`src/common/sdi_consts.vh`:
```
`ifndef SDI_CONSTS_VH
`define SDI_CONSTS_VH
// wishbone register byte offsets
`define SDI_OFS_STATUS    6'h00
`define SDI_OFS_MODE0     6'h04
`define SDI_OFS_MODE1     6'h08
`define SDI_OFS_MODE2     6'h0C
`define SDI_OFS_MODE3     6'h10
`define SDI_OFS_LASTCMD   6'h14
`define SDI_OFS_CONTROL   6'h18
// control register field positions
`define SDI_CTL_CLR       0
// status register field positions
`define SDI_ST_RESET      0
`define SDI_ST_CKE        1
`define SDI_ST_TERMHIZ    2
`define SDI_ST_MODESEEN   6:3
`define SDI_ST_DLLRST     7
`define SDI_ST_DLLEN      8
`define SDI_ST_ACTIVE     16:9
`define SDI_ST_ERR        17
`define SDI_ST_TERMLVL    18
// reset values
`define SDI_MODE_RST      16'h0000
`define SDI_CMD_RST       8'h00
// command encodings {csN, rasN, casN, weN}
`define SDI_CMD_MRS       4'h0
`define SDI_CMD_ACT       4'h3
`define SDI_CMD_RD        4'h5
`define SDI_CMD_WR        4'h4
`define SDI_CMD_PRE       4'h2
`define SDI_CMD_NOP       4'h7
// address bit positions
`define SDI_A_AP          10
`define SDI_A_BC          12
`define SDI_A_DLLDIS      0
`define SDI_A_DLLRST      8
// burst lengths in words at the pins
`define SDI_BURST_FULL    4'h8
`define SDI_BURST_CHOP    4'h4
`endif

```
`src/hw/sdi_sync.v`:
```
`timescale 1ns/1ps
// two-stage synchroniser; first stage is read by the second only
module sdi_sync #(
	parameter WIDTH = 1
) (
	// clock and reset
	input  wire             clk,
	input  wire             rstSyncB,
	// data
	input  wire [WIDTH-1:0] asyncIn,
	output wire [WIDTH-1:0] syncOut
);
	reg [WIDTH-1:0] stage1_reg;
	reg [WIDTH-1:0] stage2_reg;

	// capture the pin then settle it for one more edge
	always @(posedge clk or negedge rstSyncB)
	begin
		if (!rstSyncB)
		begin
			stage1_reg <= {WIDTH{1'b0}};
			stage2_reg <= {WIDTH{1'b0}};
		end
		else
		begin
			stage1_reg <= asyncIn;
			stage2_reg <= stage1_reg;
		end
	end

	assign syncOut = stage2_reg;
endmodule

```
`src/hw/sdi_bank_rows.v`:
```
`timescale 1ns/1ps
// per-bank open-row tracker: one entry per bank, built by a generate loop
module sdi_bank_rows #(
	parameter BANKS    = 8,
	parameter ROW_BITS = 14,
	parameter BA_BITS  = 3
) (
	// clock and reset
	input  wire               clk,
	input  wire               rstSyncB,
	input  wire               clearAll,
	// commands
	input  wire               actStrobe,
	input  wire               preStrobe,
	input  wire               preAll,
	input  wire [BA_BITS-1:0] bankSel,
	input  wire [ROW_BITS-1:0] rowIn,
	// state
	output wire [BANKS-1:0]   bankOpen,
	output wire [ROW_BITS-1:0] selRow
);
	reg [ROW_BITS-1:0] rowMem [0:BANKS-1];
	reg [BANKS-1:0]    open_reg;

	genvar b;
	generate
		for (b = 0; b < BANKS; b = b + 1)
		begin : gBank
			// open on activate, close on precharge of this bank or all banks
			always @(posedge clk or negedge rstSyncB)
			begin
				if (!rstSyncB)
				begin
					open_reg[b] <= 1'b0;
					rowMem[b]   <= {ROW_BITS{1'b0}};
				end
				else if (clearAll)
					open_reg[b] <= 1'b0;
				else if (actStrobe && bankSel == b)
				begin
					open_reg[b] <= 1'b1;
					rowMem[b]   <= rowIn;
				end
				else if (preStrobe && (preAll || bankSel == b))
					open_reg[b] <= 1'b0;
			end
		end
	endgenerate

	assign bankOpen = open_reg;
	assign selRow   = rowMem[bankSel];
endmodule

```
`src/hw/sdi_sdram_init.v`:
```
`timescale 1ns/1ps
`include "sdi_consts.vh"
// Overview of operation
// eight banks, 8n prefetch: each access moves eight or four words, two per clock
// activate latches bank from three bank lines and row from fourteen address lines
// read/write take column from address, A10 auto precharge, A12 chop select
// controller holds reset at least 200 us after power stable; the model holds it RST_HOLD link periods, 800 ns, in enter_reset
// controller drops clock enable at least 10 ns before releasing reset
// 500 us wait after reset release before clock enable; device initialises internally; the model waits INIT_WAIT link periods, 1600 ns, then CLK_PRE more
// controller runs clock and registers NOP before raising clock enable
// controller keeps clock enable high until initialisation finishes
// termination stays high impedance during reset and until clock enable seen high
// controller holds termination control static, low if nominal termination used
// controller waits reset exit time before first mode-set
// controller loads mode registers in order 2, 3, 1, 0
// mode 1 write enables DLL via A0 low; mode 0 requests DLL reset via A8
// controller issues long calibration and waits lock and calibration times
// warm reset: at least 100 ns, then repeat steps from the 500 us wait
// mode contents undefined after reset; mode writes keep the array intact
// controller drives every field of a mode register on each mode-set
// controller spaces two mode-sets by the mode-set cycle time
// controller waits the mode-update delay before non mode-set commands
// mode rewrites only when idle with all banks precharged
// termination control low around mode-set when nominal termination enabled
// reset pin is asynchronous active low and destroys stored data
// burst-chop input high selects full burst, low selects chopped burst
// controller holds every init timing as cycle-count parameters; the 20 ns clock-enable lead before reset is a literal delay
module sdi_sdram_init #(
	parameter BANKS    = 8,
	parameter ROW_BITS = 14,
	parameter BA_BITS  = 3
) (
	// system clock and reset
	input  wire        clk,
	input  wire        rst_b,
	// memory pins from the controller
	input  wire        memClk,
	input  wire        memResetB,
	input  wire        cke,
	input  wire        csB,
	input  wire        rasB,
	input  wire        casB,
	input  wire        weB,
	input  wire [2:0]  bankAddr,
	input  wire [13:0] addr,
	input  wire        termination_control_in,
	// termination state
	output reg         termHiZ,
	// burst indication
	output reg         burstStart,
	output reg  [3:0]  burstWords,
	output reg         burstWrite,
	output reg  [9:0]  burstCol,
	output reg         autoPrecharge,
	// wishbone slave
	input  wire        wb_cyc_i,
	input  wire        wb_stb_i,
	input  wire        wb_we_i,
	input  wire [5:0]  wb_adr_i,
	input  wire [3:0]  wb_sel_i,
	input  wire [31:0] wb_dat_i,
	output reg  [31:0] wb_dat_o,
	output reg         wb_ack_o
);
	reg         rstMeta_reg;
	reg         rstSync_reg;
	wire        rstSyncB = rstSync_reg;

	// release reset through two flops
	always @(posedge clk or negedge rst_b)
	begin
		if (!rst_b)
		begin
			rstMeta_reg <= 1'b0;
			rstSync_reg <= 1'b0;
		end
		else
		begin
			rstMeta_reg <= 1'b1;
			rstSync_reg <= rstMeta_reg;
		end
	end

	// all pins come from the controller's domain
	wire [24:0] pinSync;
	sdi_sync #(.WIDTH(25)) uSync (
		.clk      (clk),
		.rstSyncB (rstSyncB),
		.asyncIn  ({memClk, memResetB, cke, csB, rasB, casB, weB, bankAddr, addr, termination_control_in}),
		.syncOut  (pinSync)
	);
	wire        sClk   = pinSync[24];
	wire        sRstB  = pinSync[23];
	wire        sCke   = pinSync[22];
	wire [3:0]  sCmd   = pinSync[21:18];
	wire [2:0]  sBa    = pinSync[17:15];
	wire [13:0] sAddr  = pinSync[14:1];
	wire        sTerm  = pinSync[0];

	// find rising edges of the link clock; commands are sampled there
	reg         clkPrev_reg;
	wire        clkRise = sClk && !clkPrev_reg;

	localparam ST_RESET = 3'b001;
	localparam ST_WAIT  = 3'b010;
	localparam ST_RUN   = 3'b100;
	reg  [2:0]  state_reg;
	reg  [2:0]  state_next;

	reg  [15:0] mode_reg [0:3];
	reg  [3:0]  modeSeen_reg;
	reg         dllRst_reg;
	reg         dllEn_reg;
	reg         ckeSeen_reg;
	reg         err_reg;
	reg  [7:0]  lastCmd_reg;
	reg         clearReq_reg;

	// device state machine; no clock edges are needed while in reset
	always @*
	begin
		state_next = state_reg;
		case (state_reg)
			ST_RESET: if (sRstB) state_next = ST_WAIT;
			ST_WAIT:  if (clkRise && sCke) state_next = ST_RUN;
			ST_RUN:   state_next = ST_RUN;
			default:  state_next = ST_RESET;
		endcase
		if (!sRstB)
			state_next = ST_RESET;
	end

	wire        csB_sync_n = sCmd[3];
	wire        cmdValid = clkRise && ckeSeen_reg && sRstB && !csB_sync_n;
	wire        isMrs  = cmdValid && sCmd == `SDI_CMD_MRS;
	wire        isAct  = cmdValid && sCmd == `SDI_CMD_ACT;
	wire        isRd   = cmdValid && sCmd == `SDI_CMD_RD;
	wire        isWr   = cmdValid && sCmd == `SDI_CMD_WR;
	wire        isPre  = cmdValid && sCmd == `SDI_CMD_PRE;
	wire [1:0]  mrSel  = sBa[1:0];
	// on-the-fly chop only when mode 0 length field selects it
	wire        otfEn  = mode_reg[0][1:0] == 2'h1;
	wire        fixChop = mode_reg[0][1:0] == 2'h2;

	wire [BANKS-1:0]    bankOpen;
	wire [ROW_BITS-1:0] selRow;
	wire                clearBanks = state_reg == ST_RESET;
	sdi_bank_rows #(.BANKS(BANKS), .ROW_BITS(ROW_BITS), .BA_BITS(BA_BITS)) uRows (
		.clk       (clk),
		.rstSyncB  (rstSyncB),
		.clearAll  (clearBanks),
		.actStrobe (isAct),
		.preStrobe (isPre || ((isRd || isWr) && sAddr[`SDI_A_AP])),
		.preAll    (isPre && sAddr[`SDI_A_AP]),
		.bankSel   (sBa),
		.rowIn     (sAddr),
		.bankOpen  (bankOpen),
		.selRow    ()
	);

	wire        bankIsOpen = bankOpen[sBa];
	wire        anyOpen    = |bankOpen;
	integer     i;

	// main sequential state
	always @(posedge clk or negedge rstSyncB)
	begin
		if (!rstSyncB)
		begin
			clkPrev_reg   <= 1'b0;
			state_reg     <= ST_RESET;
			modeSeen_reg  <= 4'h0;
			dllRst_reg    <= 1'b0;
			dllEn_reg     <= 1'b0;
			ckeSeen_reg   <= 1'b0;
			err_reg       <= 1'b0;
			lastCmd_reg   <= `SDI_CMD_RST;
			termHiZ       <= 1'b1;
			burstStart    <= 1'b0;
			burstWords    <= 4'h0;
			burstWrite    <= 1'b0;
			burstCol      <= 10'h000;
			autoPrecharge <= 1'b0;
			for (i = 0; i < 4; i = i + 1)
				mode_reg[i] <= `SDI_MODE_RST;
		end
		else
		begin
			clkPrev_reg <= sClk;
			state_reg   <= state_next;
			burstStart  <= 1'b0;
			// clear first so that an error in the same cycle still sets the flag
			if (clearReq_reg)
				err_reg <= 1'b0;
			if (state_next == ST_RESET)
			begin
				// mode contents become undefined; report them as unwritten
				modeSeen_reg <= 4'h0;
				dllRst_reg   <= 1'b0;
				dllEn_reg    <= 1'b0;
				ckeSeen_reg  <= 1'b0;
				termHiZ      <= 1'b1;
			end
			else if (state_reg == ST_WAIT && state_next == ST_RUN)
			begin
				ckeSeen_reg <= 1'b1;
				termHiZ     <= 1'b0;
			end
			if (isMrs)
			begin
				// mode write touches only the mode file, never the array
				mode_reg[mrSel]     <= {2'h0, sAddr};
				modeSeen_reg[mrSel] <= 1'b1;
				if (mrSel == 2'h1)
					dllEn_reg <= !sAddr[`SDI_A_DLLDIS];
				if (mrSel == 2'h0)
					dllRst_reg <= sAddr[`SDI_A_DLLRST];
				// mode-set with a bank open breaks the idle condition
				if (anyOpen || sBa[2])
					err_reg <= 1'b1;
			end
			if (isRd || isWr)
			begin
				burstStart    <= 1'b1;
				burstWrite    <= isWr;
				burstCol      <= sAddr[9:0];
				autoPrecharge <= sAddr[`SDI_A_AP];
				// in on-the-fly mode chop four when low, full eight when high; field 2 always four, 0 and 3 always eight
				if (fixChop || (otfEn && !sAddr[`SDI_A_BC]))
					burstWords <= `SDI_BURST_CHOP;
				else
					burstWords <= `SDI_BURST_FULL;
				if (!bankIsOpen)
					err_reg <= 1'b1;
			end
			if (cmdValid)
				lastCmd_reg <= {1'b0, sBa, sCmd};
		end
	end

	// wishbone: one wait state then ack; ack drops after one cycle
	wire        wbReq = wb_cyc_i && wb_stb_i && !wb_ack_o;
	// bit 18 mirrors the termination control level so software can see it held static
	wire [31:0] statusWord = {13'h0000, sTerm, err_reg, bankOpen, dllEn_reg, dllRst_reg, modeSeen_reg,
	                          termHiZ, ckeSeen_reg, state_reg == ST_RESET};

	always @(posedge clk or negedge rstSyncB)
	begin
		if (!rstSyncB)
		begin
			wb_ack_o     <= 1'b0;
			wb_dat_o     <= 32'h00000000;
			clearReq_reg <= 1'b0;
		end
		else
		begin
			wb_ack_o     <= wbReq;
			clearReq_reg <= 1'b0;
			// a write lands at the edge where the master samples ack high
			if (wb_ack_o && wb_cyc_i && wb_stb_i && wb_we_i && wb_adr_i == `SDI_OFS_CONTROL && wb_sel_i[0])
				clearReq_reg <= wb_dat_i[`SDI_CTL_CLR];
			if (wbReq && !wb_we_i)
			begin
				case (wb_adr_i)
					`SDI_OFS_STATUS:  wb_dat_o <= statusWord;
					`SDI_OFS_MODE0:   wb_dat_o <= {16'h0000, mode_reg[0]};
					`SDI_OFS_MODE1:   wb_dat_o <= {16'h0000, mode_reg[1]};
					`SDI_OFS_MODE2:   wb_dat_o <= {16'h0000, mode_reg[2]};
					`SDI_OFS_MODE3:   wb_dat_o <= {16'h0000, mode_reg[3]};
					`SDI_OFS_LASTCMD: wb_dat_o <= {24'h000000, lastCmd_reg};
					default:          wb_dat_o <= 32'h00000000;
				endcase
			end
		end
	end
endmodule

```
`config.mk`:
```
export PLATFORM = sky130hd
export DESIGN_NAME = sdi_sdram_init
export DESIGN_NICKNAME = d
export VERILOG_FILES = /design/src/hw/sdi_sync.v /design/src/hw/sdi_bank_rows.v /design/src/hw/sdi_sdram_init.v
export VERILOG_INCLUDE_DIRS = /design/src /design/src/common
export SDC_FILE = /design/constraint.sdc
export NUM_CORES = 1
export LEC_CHECK = 0
export ABC_AREA = 1
export BUFFER_PORTS_ARGS = -buffer_cell sky130_fd_sc_hd__clkbuf_2
export CAP_MARGIN = 20
export CORE_MARGIN = 2
export CORE_UTILIZATION = 55
export CTS_CLUSTER_DIAMETER = 80
export DETAILED_ROUTE_END_ITERATION = 10
export GPL_ROUTABILITY_DRIVEN = 0
export PLACE_DENSITY = 0.76
export SLEW_MARGIN = 20
export SYNTH_ARGS = -nofsm -noshare
export SYNTH_HDL_FRONTEND = slang
export SYNTH_HIERARCHICAL = 1
export SYNTH_SLANG_ARGS = --single-unit
export TNS_END_PERCENT = 1
```
`constraint.sdc`:
```
create_clock -name clk -period 9.6 [get_ports clk]
set_input_delay 0.48 -clock clk [delete_from_list [all_inputs] [get_ports clk]]
set_output_delay 0.48 -clock clk [all_outputs]
set_load 0.02 [all_outputs]
```
==> results of run 1 <==
==> worst max-delay path by stage <==
stage / start / endpoint / slack, ns
floorplan: rstSyncB / autoPrecharge / 4.46
finish: uSync/syncOut[16] / mode_reg[29] / 7.21
CTS: uSync/syncOut[21] / dllRst_reg / 7.27
detailed placement: wb_adr_i[1] / wb_dat_o[3] / 6.92
global route: uSync/syncOut[16] / mode_reg[29] / 6.98
global placement: wb_adr_i[1] / wb_dat_o[3] / 6.93
==> power groups by stage <==
stage / Combinational [W] / Clock (W) / Sequential, W
3_5_place_dp: 0.0000848 / 0 / 0.000772
5_1_grt: 0.0000959 / 0.000762 / 0.000761
2_1_floorplan: 0.0000497 / 0 / 0.000783
3_3_place_gp: 0.0000833 / 0 / 0.000772
6_report: 0.0000859 / 0.000719 / 0.000759
4_1_cts: 0.0000856 / 0.000731 / 0.000759
==> metal layers <==
layer  part of all wire (%)  global-route usage [%]
met1                     46                   35.33
met2                     46                   37.14
met3                    6.4                   5.843
met4                    1.7                   8.408
met5                      0                       0
==> repair_timing <==
action | in CTS | in global routing
setup endpoints to repair | 0 | 0
endpoints found under the hold margin | 2 | 0
gates resized for setup | 0 | 0
hold buffers | 1 | 0
==> metrics by stage <==
stage / instances / instance area (µm²) / util, % / hold slack [ns]
after floorplan: 828 / 7337 / - / 0.1844
after global routing: 1058 / 8235 / 62.94 / 0.1301
after CTS: 1058 / 8225 / 62.86 / 0.1352
after global placement: 1025 / 7589 / 57.99 / 0.2594
final: 1058 / 8235 / 62.94 / 0.1504
after detailed placement: 1025 / 7589 / 57.99 / 0.2544
==> final cells by class <==
type / count / area (µm²) / area share, %
Sequential cell: 172 / 4310 / 52.34
Clock inverter: 11 / 156.4 / 1.899
Clock buffer: 21 / 470.5 / 5.713
Inverter: 74 / 277.8 / 3.373
Multi-Input combinational cell: 527 / 2399 / 29.12
Timing Repair Buffer: 77 / 401.6 / 4.877
Tap cell: 176 / 220.2 / 2.674
==> placed cells by master, fill, tap and decap left out, types with 2 or more instances in the layout <==
| cell | count |
|---|---|
| bufinv_16 | 3 |
| clkbuf_2 | 73 |
| inv_6 | 3 |
| clkinv_1 | 2 |
| nor2_2 | 4 |
| clkinv_4 | 2 |
| buf_4 | 2 |
| inv_1 | 64 |
| clkinvlp_4 | 3 |
| o21bai_1 | 7 |
| conb_1 | 16 |
| nor3_1 | 3 |
| o21ai_0 | 41 |
| clkbuf_16 | 17 |
| nand3_2 | 4 |
| nor2_4 | 6 |
| o21ai_2 | 7 |
| clkbuf_8 | 3 |
| dfrtp_1 | 169 |
| inv_2 | 8 |
| nand3_1 | 39 |
| nand2_1 | 283 |
| nand4_1 | 26 |
| o21ai_1 | 5 |
| dfstp_2 | 2 |
| o21a_1 | 8 |
| a21oi_1 | 10 |
| nor2_1 | 58 |
| nand2_2 | 3 |
==> metrics, run 1 <==
status finished clean; # diodes 0; crit path DAT 2.76 ns; CP delay by family, top simple AND/OR/NAND/NOR gates; RR Endpoint mode_reg[29]; power per cell area about 190 mW/mm²; max FFs per register 56; Max-slew headroom 26.83%; Critical path buffers and inverters 2; Tmin final roughly 2.4 ns; Leak between 4 and 5 nW; r2r setup slk 7.21 ns; CORE AREA 0.01309 mm²; first-pass GRT wire length 26800 µm; # IOs 123; overall routing resource usage between 20 and 25%; CP Cell Sequence inv_1, nor2_1, nand3_1, inv_1, nand2_1, nand2_1; final net count between 900 and 1k; worst reg-to-reg path cell count 6; CTS H-Tree Depth 4; TritonCTS clock tree built; end of the worst hold path uSync/stage1_reg[24]; global route total overflow 0; DR pass1 iterations 5; pin count of the biggest net entering global routing 86; number of global-route vias before repair about 5.2k; Max Freq 0.4179 GHz; Syn. warnings 6; Startpoint Class flip-flop; Syn Inst Count 814; area grow syn2layout 13.05%; antenna-violating nets left 0; Gate power share roughly 5.5%; hold depth 1; WL final ~16000 µm; CTS Buffer Depth 2; Psw about 0.00037 W; max incr delay on CP 0.72 ns; Levels on crit path 6; Max-cap violations 0; Place WS 6.918 ns; worst-margin pin slew 1.096 ns; mapped cell area 0.007284 mm²; CTS sink count approximately 170; worst path required time 9.97 ns; share of post-route cells with drive strength above 1 16.44%; Clock Power Share 46.0%; initial core utilization 55.67%; Setup TNS 0 ns; Die W 119.1 µm; # rows 42; CTS Buf Count 17; RSZ-0062 raised after global routing no; Hold Path Origin memClk; clock root buffer clkbuf_16; Worst VDD drop 0.1220 mV; Post CTS Setup Buffer Count 0; max-slew violation count 0; die area roughly 0.014 mm²; Reg-to-Reg Start uSync/syncOut[16]; sw frac 23.38%; Final setup viols 0; Die Y 119.1 µm; Fillers 1092; final number of hold-violating endpoints 0; Power, Total roughly 0.0016 W; mean area per synthesized cell 8.949 µm²; antenna violations before repair 0; DR vias 5485; Sequential Power Share 48.5%; WL/cell 15.26 µm; CP Capture Type flip-flop; clk_lat worst skew roughly 0.43 ns; worst-path maximum fanout 24; clock-pin transition on the worst setup and hold timing paths 0.06 ns; Clock Skew approximately 0.0061 ns; Hold WC Path Type input pin to flip-flop; mean number of vias per cell 5.184; DR DRC count 0; Iter 0 DRT Violations 559; Final period util 24.93%; Internal around 0.0012 W; Port Buffers 73; final setup margin just over 7 ns; Critical Setup Path Class flip-flop to flip-flop; post-DP HPWL 10730 µm; Slowest-stage cell, CP nand3_1
Power figures use the tool's default switching activity.
==> run 2: changes to the inputs <==
--- a/config.mk
+++ b/config.mk
@@ -14,7 +14,7 @@
 export CTS_CLUSTER_DIAMETER = 80
 export DETAILED_ROUTE_END_ITERATION = 10
 export GPL_ROUTABILITY_DRIVEN = 0
-export PLACE_DENSITY = 0.76
+export PLACE_DENSITY = 0.79
 export SLEW_MARGIN = 20
 export SYNTH_ARGS = -nofsm -noshare
 export SYNTH_HDL_FRONTEND = slang
==> constraint.sdc (replaced) <==
create_clock -name clk -period 2.2 [get_ports clk]
set_input_delay 0.11 -clock clk [delete_from_list [all_inputs] [get_ports clk]]
set_output_delay 0.11 -clock clk [all_outputs]
set_load 0.02 [all_outputs]
==> metrics, run 2 (synthesis gave the netlist of run 1 again) <==
CTS Buffer Depth 2; crit path DAT 2.33 ns; Sequential Power Share 49.3%; Final period util 89.49%; TritonCTS clock tree built; pin count of the biggest net entering global routing 44; DR vias about 5.7k; Final setup viols 0; most frequent cells in the layout nand2_1 (283), dfrtp_1 (169), clkbuf_2 (73); Clock Skew between 0.005 and 0.006 ns; max-slew violation count 0; mean number of vias per cell about 5; most common cell after layout, fill and taps aside nand2_1; Port Buffers 73; max FFs per register 56; share of post-route cells with drive strength above 1 17.22%; Fillers about 1.0k; worst-path maximum fanout 4; power per cell area 777.6 mW/mm²; worst-margin pin slew 0.5280 ns; Max Freq 0.5080 GHz; Critical path buffers and inverters 2; CORE AREA 0.01309 mm²; status finished clean; Setup TNS 0 ns; post-DP HPWL 10990 µm; Startpoint Class flip-flop; fin util about two thirds; CTS-repair resized insts 0; Max-slew headroom 64.80%; DR pass1 iterations 6; area grow syn2layout 18.70%; CTS sink count 172; clock-pin transition on the worst setup and hold timing paths 0.06 ns; # diodes 0; clk_lat worst skew 0.43 ns; worst path required time 2.56 ns; CTS H-Tree Depth 4; Psw about 0.0016 W; number of global-route vias before repair approximately 5.5k; Hold WC Path Type input pin to flip-flop; final net count 988; Critical Setup Path Class flip-flop to flip-flop; max incr delay on CP approximately 0.60 ns; Internal about 0.0051 W; CP most frequent cell dlygate4sd3_1; final number of hold-violating endpoints 0; RSZ-0062 raised after global routing no; CP delay by family, top buffers and inverters; antenna violations before repair 0; # rows 42; die area 0.01418 mm²; WL/cell 14.90 µm; clock root buffer clkbuf_16; Slowest-stage cell, CP dlygate4sd3_1; Gate power share 6.3%; Clock Power Share 44.4%; first-pass GRT wire length 27480 µm; global route total overflow 0; Leak about 4.5 nW; WL final 16470 µm; Max-cap violations 0; Worst VDD drop 0.5912 mV; CTS Buf Count 17; overall routing resource usage 25.22%; CP Cell Sequence nand4_1, dlygate4sd3_1, nor4_1, dlygate4sd3_1; Die W 119.1 µm; Worst Hold Slack 0.1805 ns; CP Capture Type flip-flop; Tmin final 1.969 ns; DR DRC count 0; # IOs around 120; Iter 0 DRT Violations about 620; initial core utilization 55.67%; sw frac a little under a quarter; antenna-violating nets left 0; Die Y 119.1 µm
==> run 2: routing by layer <==
metal  vias to the layer above  share of wire, %  GRT usage [%]
met4                         0               1.7          8.854
met5                         -                 0              0
met2                       192                48          40.41
li1                       2714                 -              -
met3                        26               6.9          5.843
met1                      2739                44          34.04
==> run 2: worst paths after layout <==
| check | from | end | slack, ns | cells after the start |
|---|---|---|---|---|
| worst max-delay path | wb_ack_o | clearReq_reg | 0.23 | 4 |
| worst min-delay path | wb_we_i | wb_dat_o[18] | 0.18 | 5 |
| worst max register to register | wb_ack_o | clearReq_reg | 0.23 | 4 |
| worst min register to register | rstSyncB | mode_reg[39] | 0.30 | 0 |
| max in group asynchronous | rstSyncB | uSync/syncOut[9] | 1.18 | 1 |
| min in group asynchronous | rstSyncB | mode_reg[39] | 0.30 | 0 |
==> run 2: final cells by class <==
cell class              instances  area, µm²  share of cell area, %
inverters                      74      277.8                  3.212
clock buffers                  20      456.7                  5.281
clock inverters                12      138.9                  1.606
flip-flops and latches        172       4310                  49.85
multi-input cells             527       2390                  27.64
repair buffers                124      853.3                  9.868
well taps                     176      220.2                  2.547
==> run 2: worst reg2reg max path, stage by stage, from the launching register on <==
cell,delay [ns]
dfrtp_1,0.40
nand4_1,0.09
dlygate4sd3_1,0.58
nor4_1,0.24
dlygate4sd3_1,0.60
==> run 2: what timing repair did <==
action / CTS / global route
buffers inserted: 0 / 0
hold buffers: 32 / 0
endpoints found under the hold margin: 29 / 0
==> run 2: metrics by stage <==
step,total power (W),setup WS [ns],cells,cell area [µm²]
after detailed placement,0.003755,0.3504,1041,7731
after CTS,0.006783,0.2967,1105,8647
after global routing,0.006963,0.09376,1105,8647
after floorplan,0.003633,0.4245,828,7341
final,0.006724,0.2313,1105,8647
after global placement,0.003745,0.4158,1041,7731
==> run 2: power groups by stage <==
| stage | combinational (W) | clock (W) | sequential [W] |
|---|---|---|---|
| 2_1_floorplan | 0.000217 | 0 | 0.00342 |
| 3_3_place_gp | 0.000373 | 0 | 0.00337 |
| 3_5_place_dp | 0.000378 | 0 | 0.00338 |
| 4_1_cts | 0.000422 | 0.00304 | 0.00332 |
| 5_1_grt | 0.000468 | 0.00317 | 0.00333 |
| 6_report | 0.000422 | 0.00299 | 0.00332 |
==> run 3: changes to the inputs <==
--- a/config.mk
+++ b/config.mk
@@ -6,10 +6,8 @@
 export SDC_FILE = /design/constraint.sdc
 export NUM_CORES = 1
 export LEC_CHECK = 0
-export ABC_AREA = 1
 export BUFFER_PORTS_ARGS = -buffer_cell sky130_fd_sc_hd__clkbuf_2
 export CAP_MARGIN = 20
-export CORE_MARGIN = 2
 export CORE_UTILIZATION = 55
 export CTS_CLUSTER_DIAMETER = 80
 export DETAILED_ROUTE_END_ITERATION = 10
==> metrics, run 3 <==
status finished clean; Syn. warnings 6; max FFs per register 56; worst path required time 2.56 ns; Max-cap violations 0; antenna-violating nets left 0; Max Freq 0.5057 GHz; CTS Buf Count 17; DR pass1 iterations 4; power per cell area 825.3 mW/mm²; overall routing resource usage 24.78%; # IOs 123; worst-margin pin slew between 0.7 and 0.8 ns; worst-path maximum fanout 5; fin util between 60% and 70%; CTS H-Tree Depth 4; Max-slew headroom 47.67%; CP most frequent cell dlygate4sd3_1; max-slew violation count 0; crit path DAT 2.34 ns; mean number of vias per cell 5.436; Leak 4.229 nW; share of post-route cells with drive strength above 1 34.21%; final setup margin 0.2224 ns; Sequential Power Share 48.0%; initial core utilization 57.37%; Gate power share 6.2%; # diodes 0; final number of hold-violating endpoints 0; mapped cell area 0.007034 mm²; clock root buffer clkbuf_16; number of global-route vias before repair ~4.7k; area grow syn2layout 20.33%; Critical path buffers and inverters 2; pin count of the biggest net entering global routing 62; most frequent cells in the layout dfrtp_1 (169), clkbuf_2 (73), mux2_2 (56); Tmin final 1.978 ns; TritonCTS clock tree built; Hold WC Path Type input pin to flip-flop; # rows 40; Syn Inst Count 529; Power, Total between 0.006 and 0.007 W; Worst Hold Slack 0.04798 ns; CTS Buffer Depth 2; Psw 0.001536 W; most common cell after layout, fill and taps aside dfrtp_1; Internal 0.005450 W; Setup TNS 0 ns; Clock Power Share 45.8%; CTS-repair resized insts 0; Critical Setup Path Class flip-flop to flip-flop; global route total overflow 0; first-pass GRT wire length between 20000 and 25000 µm; CP Capture Type flip-flop; clock-pin transition on the worst setup and hold timing paths 0.06 ns; Slowest-stage cell, CP dlygate4sd3_1; Die W 115.1 µm; Die Y ~120 µm; CTS sink count 172; antenna violations before repair 0; die area 0.01325 mm²; clk_lat worst skew 0.43 ns; CORE AREA 0.01226 mm²; Port Buffers 73; DR DRC count 0; Final period util 89.89%; final net count 709; Startpoint Class flip-flop; Final setup viols 0; WL/cell ~18 µm; CTS hold repair buffers 32; mean area per synthesized cell ~13 µm²; Fillers 861; Post CTS Setup Buffer Count 0; max incr delay on CP 0.60 ns; sw frac 21.98%; Clock Skew 0.008942 ns; CP delay by family, top buffers and inverters; FF/Latch Area 0.004310 mm²; DR vias 4441; CP Cell Sequence nand4_1, dlygate4sd3_1, nor4_1, dlygate4sd3_1; Worst VDD drop roughly 0.61 mV; RSZ-0062 raised after global routing no; WL final 14420 µm; Iter 0 DRT Violations slightly above 200; Place WS 0.3006 ns; post-DP HPWL 9737 µm; area occupied by multi-input gates roughly 0.0024 mm²
==> run 3: layout make-up <==
cell class	count	area share, %
Tap cell	168	2.483
Sequential cell	172	50.92
Multi-Input combinational cell	313	28.48
Inverter	8	0.3548
Clock buffer	22	5.721
Timing Repair Buffer	125	10.17
Clock inverter	9	1.863
==> run 3: stage by stage <==
step	cells	cell area, µm²
detailed placement	754	7502
global placement	754	7502
global route	817	8464
floorplan	543	7091
finish	817	8464
CTS	817	8464
==> run 3: routing by layer <==
layer	vias up	share of wire, %	track usage [%]
met3	21	5.4	5.219
met2	160	50	41.00
met4	0	1.7	9.870
met5	-	0	0
li1	2031	-	-
met1	2229	43	32.32
==> run 3: power by group through the flow <==
stage / logic [W] / clock network [W] / registers (W)
2_1_floorplan: 0.000201 / 0 / 0.00345
3_3_place_gp: 0.000380 / 0 / 0.00340
3_5_place_dp: 0.000393 / 0 / 0.00341
4_1_cts: 0.000437 / 0.00325 / 0.00335
5_1_grt: 0.000479 / 0.00337 / 0.00337
6_report: 0.000434 / 0.00320 / 0.00335
==> run 3: final timing paths <==
path                                         to  depth (start not counted)  slack (ns)        start
setup / recovery                   clearReq_reg                          4        0.22     wb_ack_o
hold / removal                      wb_dat_o[3]                          4        0.05  wb_adr_i[5]
setup reg to reg                   clearReq_reg                          4        0.22     wb_ack_o
hold reg to reg            uSync/stage1_reg[22]                          0        0.31     rstSyncB
max in group asynchronous               termHiZ                          1        1.12     rstSyncB
min in group asynchronous  uSync/stage1_reg[22]                          0        0.31     rstSyncB
==> run 3: tightest hold or removal path, delay by kind of cell <==
family / cells / cell delay (ns)
AND/OR/NAND/NOR: 2 / 0.17
buffers and inverters: 1 / 0.08
AO/OA/AOI/OAI: 1 / 0.07
